===== config.mk =====
export PLATFORM = sky130hd
export DESIGN_NAME = ivp_ctrl
export DESIGN_NICKNAME = d
export VERILOG_FILES = /design/src/ivp_pkg.sv /design/src/ivp_ctrl.sv
export SDC_FILE = /design/constraint.sdc
export NUM_CORES = 1
export LEC_CHECK = 0
export ABC_AREA = 1
export BUFFER_PORTS_ARGS = -buffer_cell sky130_fd_sc_hd__buf_2
export CAP_MARGIN = 20
export CELL_PAD_IN_SITES_DETAIL_PLACEMENT = 1
export CELL_PAD_IN_SITES_GLOBAL_PLACEMENT = 1
export CORE_ASPECT_RATIO = 0.75
export CORE_MARGIN = 4
export CORE_UTILIZATION = 25
export DETAILED_ROUTE_END_ITERATION = 16
export PLACE_DENSITY = 0.74
export SYNTH_ARGS = -nofsm -noshare
export SYNTH_HDL_FRONTEND = slang
export SYNTH_SLANG_ARGS = --single-unit

===== constraint.sdc =====
create_clock -name clk_i -period 2.6 [get_ports clk_i]
set_input_delay 0.39 -clock clk_i [delete_from_list [all_inputs] [get_ports clk_i]]
set_output_delay 0.39 -clock clk_i [all_outputs]
set_load 0.01 [all_outputs]

===== src/ivp_pkg.sv =====
// Package for the interrupt vector priority block: constants and carrier types
// What this block does
// Vector n bytes at 0xFFFE minus 2n, high first
// Fixed priority, lower vector number wins
// Source event sets its flag regardless of enable
// Request only while flag and local enable set; vector 4 requests on the clock generator flag alone, with no enable
// Accept when mask clear, after current instruction
// Stack PC low, PC high, X, A, CONDITION_CODE_REG
// Set mask, fetch winning vector, jump there
// Vector 0 shared by reset causes, watchdog and low voltage gated
// Vector 15 from three serial flags, two enables
// Vector 4 from clock generator flag
// Global mask set out of reset
// Return restores CONDITION_CODE_REG, A, X, PC reversed
// Request holds until cleared; reselect each fetch
`default_nettype none
package ivp_pkg;
  localparam int unsigned NUM_VEC = 32;
  localparam logic [15:0] VEC_TOP = 16'hfffe;
  localparam logic [4:0] VEC_RESET = 5'h00;
  localparam logic [4:0] VEC_SWTRAP = 5'h01;
  localparam logic [4:0] VEC_CLKGEN = 5'h04;
  localparam logic [4:0] VEC_SERIAL = 5'h0f;
  localparam logic [2:0] STK_PCL = 3'h0;
  localparam logic [2:0] STK_PCH = 3'h1;
  localparam logic [2:0] STK_X = 3'h2;
  localparam logic [2:0] STK_A = 3'h3;
  localparam logic [2:0] STK_CCR = 3'h4;
  localparam int unsigned CCR_I_BIT = 3;
  // Serial peripheral sources for vector 15
  typedef struct packed {
    logic serial_xfer_done_flag;
    logic serial_mode_fault_flag;
    logic serial_tx_empty_flag;
    logic serial_xfer_irq_enable;
    logic serial_tx_irq_enable;
  } ivp_serial_t;
  // Reset causes for vector 0
  typedef struct packed {
    logic watchdog_timeout;
    logic watchdog_enable;
    logic low_voltage;
    logic low_voltage_reset_enable;
    logic reset_pin;
    logic illegal_opcode;
  } ivp_reset_t;
  // Stack transfer toward the core
  typedef struct packed {
    logic valid;
    logic push;
    logic [2:0] slot;
  } ivp_stack_t;
endpackage : ivp_pkg
`default_nettype wire


===== src/ivp_ctrl.sv =====
// Interrupt flags, gating, priority select, entry/return sequencer
`default_nettype none
module ivp_ctrl #(
  parameter int unsigned NVEC = ivp_pkg::NUM_VEC
) (
  // Clock and reset
  input wire logic clk_i,
  input wire logic srst_i,
  // Generic sources, indexed by vector number
  input wire logic [NVEC-1:0] src_event_i,
  input wire logic [NVEC-1:0] src_clear_i,
  input wire logic [NVEC-1:0] src_enable_i,
  // Dedicated sources
  input wire ivp_pkg::ivp_reset_t rst_src_i,
  input wire ivp_pkg::ivp_serial_t serial_i,
  input wire logic clockgen_irq_flag_i,
  // Core handshake
  input wire logic insn_end_i,
  input wire logic swi_i,
  input wire logic rti_i,
  input wire logic mask_clear_i,
  input wire logic step_ack_i,
  // Outputs
  output logic [NVEC-1:0] irq_req_o,
  output logic reset_req_o,
  output var ivp_pkg::ivp_stack_t stack_o,
  output logic mask_o,
  output logic [15:0] vec_addr_o,
  output logic [4:0] vec_num_o,
  output logic vec_valid_o
);
  // Sequencer states, one-hot
  typedef enum logic [3:0] {
    S_IDLE = 4'h1,
    S_PUSH = 4'h2,
    S_FETCH = 4'h4,
    S_POP = 4'h8
  } ivp_state_t;

  logic [NVEC-1:0] flag_ff, nxt_flag;   // Sticky source flags
  ivp_state_t state_ff, nxt_state;
  logic [2:0] slot_ff, nxt_slot;        // Stack slot counter
  logic mask_ff, nxt_mask;              // Global mask bit
  logic [15:0] addr_ff, nxt_addr;
  logic [4:0] num_ff, nxt_num;
  logic vld_ff, nxt_vld;
  logic [NVEC-1:0] req;
  logic [NVEC-1:0] req_all;
  logic [4:0] win;
  logic any;

  // Flags set on event; set beats clear so nothing is lost
  always_comb begin
    nxt_flag = (flag_ff & ~src_clear_i) | src_event_i;
  end

  // Gating: dedicated vectors override generic lanes
  always_comb begin
    req = flag_ff & src_enable_i; // see
    req[ivp_pkg::VEC_CLKGEN] = clockgen_irq_flag_i;
    req[ivp_pkg::VEC_SERIAL] = ((serial_i.serial_xfer_done_flag |
      serial_i.serial_mode_fault_flag) & serial_i.serial_xfer_irq_enable) |
      (serial_i.serial_tx_empty_flag & serial_i.serial_tx_irq_enable);
    req[ivp_pkg::VEC_RESET] = 1'b0;
    req[ivp_pkg::VEC_SWTRAP] = 1'b0;
  end

  // Reset causes bypass the mask; they belong to vector 0
  assign reset_req_o = (rst_src_i.watchdog_timeout & rst_src_i.watchdog_enable) |
    (rst_src_i.low_voltage & rst_src_i.low_voltage_reset_enable) |
    rst_src_i.reset_pin | rst_src_i.illegal_opcode;
  assign irq_req_o = req;

  // Fixed priority: scan runs high to low, so the lowest number, found last, wins
  always_comb begin
    req_all = req;
    req_all[ivp_pkg::VEC_RESET] = reset_req_o;
    req_all[ivp_pkg::VEC_SWTRAP] = swi_i;
    win = 5'h00;
    any = 1'b0;
    for (int i = NVEC - 1; i >= 0; i--) begin
      if (req_all[i]) begin
        win = 5'(i);
        any = 1'b1;
      end
    end
  end

  // Sequencer next state
  always_comb begin
    nxt_state = state_ff;
    nxt_slot = slot_ff;
    nxt_mask = mask_ff;
    nxt_addr = addr_ff;
    nxt_num = num_ff;
    nxt_vld = 1'b0;
    unique case (state_ff)
      S_IDLE: begin
        if (mask_clear_i) begin
          nxt_mask = 1'b0;
        end
        // Reset or trap ignore mask; others wait on mask and instruction end
        if (reset_req_o) begin
          nxt_state = S_FETCH;
          nxt_mask = 1'b1;
        end else if (rti_i) begin
          nxt_state = S_POP;
          nxt_slot = ivp_pkg::STK_CCR;
        end else if (insn_end_i && (swi_i || (any && !mask_ff))) begin
          nxt_state = S_PUSH;
          nxt_slot = ivp_pkg::STK_PCL;
        end
      end
      S_PUSH: begin
        if (step_ack_i) begin
          if (slot_ff == ivp_pkg::STK_CCR) begin
            nxt_state = S_FETCH;
            nxt_mask = 1'b1;
          end else begin
            nxt_slot = slot_ff + 3'h1;
          end
        end
      end
      S_FETCH: begin
        // Re-evaluated here so a later, higher source can win
        nxt_num = win;
        nxt_addr = ivp_pkg::VEC_TOP - {10'h000, win, 1'b0};
        nxt_vld = 1'b1;
        nxt_state = S_IDLE;
      end
      S_POP: begin
        if (step_ack_i) begin
          if (slot_ff == ivp_pkg::STK_CCR) begin
            nxt_mask = 1'b0; // Restored CONDITION_CODE_REG clears mask normally
          end
          if (slot_ff == ivp_pkg::STK_PCL) begin
            nxt_state = S_IDLE;
          end else begin
            nxt_slot = slot_ff - 3'h1;
          end
        end
      end
      default: nxt_state = S_IDLE;
    endcase
  end

  // Registers; mask comes up set
  always_ff @(posedge clk_i) begin
    if (srst_i) begin
      flag_ff <= '0;
      state_ff <= S_IDLE;
      slot_ff <= ivp_pkg::STK_PCL;
      mask_ff <= 1'b1;
      addr_ff <= ivp_pkg::VEC_TOP;
      num_ff <= ivp_pkg::VEC_RESET;
      vld_ff <= 1'b0;
    end else begin
      flag_ff <= nxt_flag;
      state_ff <= nxt_state;
      slot_ff <= nxt_slot;
      mask_ff <= nxt_mask;
      addr_ff <= nxt_addr;
      num_ff <= nxt_num;
      vld_ff <= nxt_vld;
    end
  end

  // Stack request as one word: a single driver for the whole carrier
  assign stack_o = '{valid: (state_ff == S_PUSH) || (state_ff == S_POP),
    push: (state_ff == S_PUSH), slot: slot_ff};
  assign mask_o = mask_ff;
  assign vec_addr_o = addr_ff;
  assign vec_num_o = num_ff;
  assign vec_valid_o = vld_ff;

  // Checks
  vec_addr_map_a: assert property (@(posedge clk_i) disable iff (srst_i)
    vec_valid_o |-> vec_addr_o == 16'(ivp_pkg::VEC_TOP - {vec_num_o, 1'b0}))
    else $error("vector address mismatch");
  mask_reset_a: assert property (@(posedge clk_i) $fell(srst_i) |-> mask_o)
    else $error("mask not set after reset");
  gate_req_a: assert property (@(posedge clk_i) disable iff (srst_i)
    irq_req_o[5] == (flag_ff[5] && src_enable_i[5]))
    else $error("request gating wrong");
  flag_set_a: assert property (@(posedge clk_i) disable iff (srst_i)
    src_event_i[5] |=> flag_ff[5])
    else $error("flag lost on event");
  accept_mask_a: assert property (@(posedge clk_i) disable iff (srst_i)
    (state_ff == S_IDLE && !reset_req_o && !rti_i && !swi_i && mask_ff)
    |=> state_ff != S_PUSH)
    else $error("accepted while masked");
  push_order_a: assert property (@(posedge clk_i) disable iff (srst_i)
    (stack_o.push && step_ack_i && slot_ff != ivp_pkg::STK_CCR)
    |=> stack_o.slot == $past(slot_ff) + 3'h1)
    else $error("stack order wrong");
  fetch_mask_a: assert property (@(posedge clk_i) disable iff (srst_i)
    vec_valid_o |-> mask_o)
    else $error("mask clear at fetch");
  prio_win_a: assert property (@(posedge clk_i) disable iff (srst_i)
    (state_ff == S_FETCH && req_all[2] && !req_all[1] && !req_all[0])
    |=> vec_num_o == 5'h02)
    else $error("priority wrong");
  reset_gate_a: assert property (@(posedge clk_i) disable iff (srst_i)
    (rst_src_i.watchdog_timeout && !rst_src_i.watchdog_enable && !rst_src_i.low_voltage
     && !rst_src_i.reset_pin && !rst_src_i.illegal_opcode) |-> !reset_req_o)
    else $error("gated reset leaked");
  pop_order_a: assert property (@(posedge clk_i) disable iff (srst_i)
    (state_ff == S_POP && step_ack_i && slot_ff != ivp_pkg::STK_PCL)
    |=> stack_o.slot == $past(slot_ff) - 3'h1)
    else $error("unstack order wrong");
  serial_req_a: assert property (@(posedge clk_i) disable iff (srst_i)
    (serial_i.serial_tx_empty_flag && serial_i.serial_tx_irq_enable) |-> irq_req_o[15])
    else $error("serial request missing");
  clkgen_req_a: assert property (@(posedge clk_i) disable iff (srst_i)
    irq_req_o[4] == clockgen_irq_flag_i)
    else $error("clock request wrong");
  cov_entry_c: cover property (@(posedge clk_i) state_ff == S_PUSH ##[1:40] vec_valid_o);
  cov_return_c: cover property (@(posedge clk_i) state_ff == S_POP);
  cov_reset_c: cover property (@(posedge clk_i) vec_valid_o && vec_num_o == 5'h00);
endmodule : ivp_ctrl
`default_nettype wire


==> results by group <==
Synthesis
  – Synth top cells by count: inv_1, nand2_1, nor2_1, dfxtp_1, a21oi_1
  – Synth Flop Type: dfxtp_1
  – Top-area cell type share of the netlist area: 36.7%
  – Yosys top cell by area: dfxtp_1
  – Syn Area/Cell: 6.62 sq um
  – Sequential area share after synthesis: 36.7%
  – Cell area after synthesis: 2560 sq um
  – Flops & latches, synth: 47
  – Unique cell type count in the Yosys netlist: 36
  – Ranking of synthesized cells by area: dfxtp_1, inv_1, nand2_1
  – EDFF count, synth: 0
  – Syn. warnings: 0
  – Syn Inst Count: 387
  – Most frequent cell after synthesis: inv_1
  – Async S/R FF share, synth: 0%

Clock network
  – Clk root buf: clkbuf_16
  – Num Clock Sinks: 47
  – Post-CTS Setup Bufs: 0
  – Num CTS Buffers: 5
  – H-Tree Level Count: 2
  – Worst-skew pair later-pin latency: 290 ps
  – Clock buffer depth: 2
  – # resized after CTS: 0
  – Hold_buf cts: 0
  – Reg clk slew, reported paths: 70 ps
  – CTS tree: built

Place
  – RePlAce Congestion: 0.867
  – Dpl hpwl: 7.70 mm
  – Port Buffers: 150

Setup path
  – Crit end category: flip-flop
  – Slowest cell on crit path: dfxtp_1
  – CP peak stage delay: 330 ps
  – Reg2reg path depth: 33
  – Cell mode on critical path: nand2_1
  – Crit path DAT: 2370 ps
  – Data required time at the worst endpoint: 2790 ps
  – Crit path kind: reg2reg
  – Startpoint types: flip-flop
  – Highest fanout seen on the critical path: 2

Floorplanning
  – Core box area: 9810 sq um
  – Starting density of the core: 26.1%
  – Die W: 125 microns
  – # rows: 31
  – Die area: 11900 sq um
  – Die Height: 95.7 microns
  – I/O pin cnt: 176

STA
  – Final Hold Vio Count: 0
  – Final Cycle Share: 84.1%
  – Fmax: 457 MHz
  – Final setup violation count: 0
  – Slew Viols, Final: 0
  – Minimum clock period: 2190 ps
  – Unrepaired setup endpoints after global routing: no
  – Setup_tns: 0 ps
  – Final setup skew: 6.36 ps

Cells and area
  – Number of diodes: 0
  – Multi-input logic area: 1250 sq um
  – Fillers: 1326
  – FF/Latch Area: 941 sq um
  – Area delta synth->final: 38.9%
  – Final Net Count: 655
  – Share of cells above drive strength 1: 36.5%

Power
  – Clock share of power: 32.8%
  – Leakage power: 2.20 nW
  – PD cells: 554 nW/um^2
  – P_sw: 631 uW
  – Sequential share of power: 41.8%
  – Cell Int Power: 1.34 mW
  – Total chip power: 1.97 mW
  – Combinational power share: 25.4%
  – Net Sw Frac: 32.0%
  – VDD IR max: 0.000216 V

GRT
  – GRT Overall Usage: 15.2%
  – First-pass GRT wire length: 14.7 mm
  – Largest net degree at the start of global routing: 22
  – Vias in the first global route: 3121
  – Total gr overflow: 0
  – Initial antenna violation count: 0

Route
  – Via Count: 2911
  – Post-detailed-route count of antenna-violating nets: 0
  – Wirelength per Cell: 13.4 microns
  – DR DRC count: 0
  – Initial DRC Count: 68
  – TritonRoute pass-1 iters: 4
  – Drt via density: 4.33
  – Final wirelength: 8.99 mm

Run status
  – Status: complete, no violations

Worst hold path
  – Min-Delay Path Depth: 3
  – Min-delay worst type: in2reg

Flow run
  – Max-cap violations: 0
critical path, delay by kind of cell, from the launching register on:
family | cells | cell delay, ps
flip-flops | 1 | 330
buffers and inverters | 1 | 70
AND/OR/NAND/NOR | 32 | 1680
power by group through the flow:
stage | clock network, mW | logic [mW] | registers (mW)
after floorplan | 0 | 0.299 | 0.845
after global placement | 0 | 0.488 | 0.839
after detailed placement | 0 | 0.504 | 0.842
after CTS | 0.675 | 0.506 | 0.826
after global routing | 0.695 | 0.576 | 0.835
final | 0.646 | 0.501 | 0.825
state kept, by name, indices dropped and copies added (netlist names):
register     count
mask_o           1
vec_num_o        5
vec_addr_o       5
vec_valid_o      1
state_ff         4
slot_ff          3
flag_ff         28
logic make-up after synthesis:
| family | synth area share, % |
|---|---|
| DFF | 36.7 |
| other | 0.293 |
| xor gates and xnor gates | 0.342 |
| and+or+nand+nor | 30.6 |
| buffers and inverters | 16.0 |
| AOI/OAI and AO/OA | 15.3 |
| adders and majority gates | 0.782 |
per-layer routing:
layer | routed length, microns | GRT usage [%] | vias up
li1 | - | - | 1472
met1 | 4100 | 18.5 | 1328
met2 | 4050 | 26.2 | 100
met3 | 719 | 5.43 | 11
met4 | 126 | 3.52 | 0
met5 | 0 | 0 | -
through the flow:
stage          hold slack (ps)  setup WS, ps  area, sq um  cells  util (%)
2_1_floorplan              453           639         2600    398         -
3_3_place_gp               444           268         3410    664      34.8
3_5_place_dp               446           226         3410    664      34.8
4_1_cts                    297           370         3560    672      36.3
5_1_grt                    308          41.1         3560    672      36.3
6_report                   301           413         3560    672      36.3
cell type report:
type,count,area share (%)
Tap cell,132,4.64
Timing Repair Buffer,152,21.5
Clock inverter,3,0.563
Multi-Input combinational cell,256,35.2
Clock buffer,5,3.52
Sequential cell,47,26.4
Inverter,77,8.12
path summary, 6_finish.rpt:
kind | from | end | slack [ps]
min reg2reg | vec_addr_o[2] | vec_addr_o[2] | 460
max reg2reg | flag_ff[31] | vec_addr_o[1] | 410
max | flag_ff[31] | vec_addr_o[1] | 410
min | src_event_i[10] | flag_ff[10] | 300
layout by cell type, fill, tap and decap left out, types with 2 or more instances in the layout:
cell type / instances
a21oi_1: 39
nand3_1: 7
o21ai_1: 5
inv_1: 72
a31oi_1: 4
clkinvlp_4: 2
nor4_1: 4
conb_1: 13
dfxtp_1: 47
nor3_1: 4
nor3_2: 3
o21ai_0: 5
nand2_2: 22
o211a_1: 2
nand2_1: 71
clkbuf_16: 5
nor2_1: 58
buf_2: 150
buf_4: 2
nand2_4: 3
inv_2: 5
Note: power is estimated with default switching activity, not from simulation.
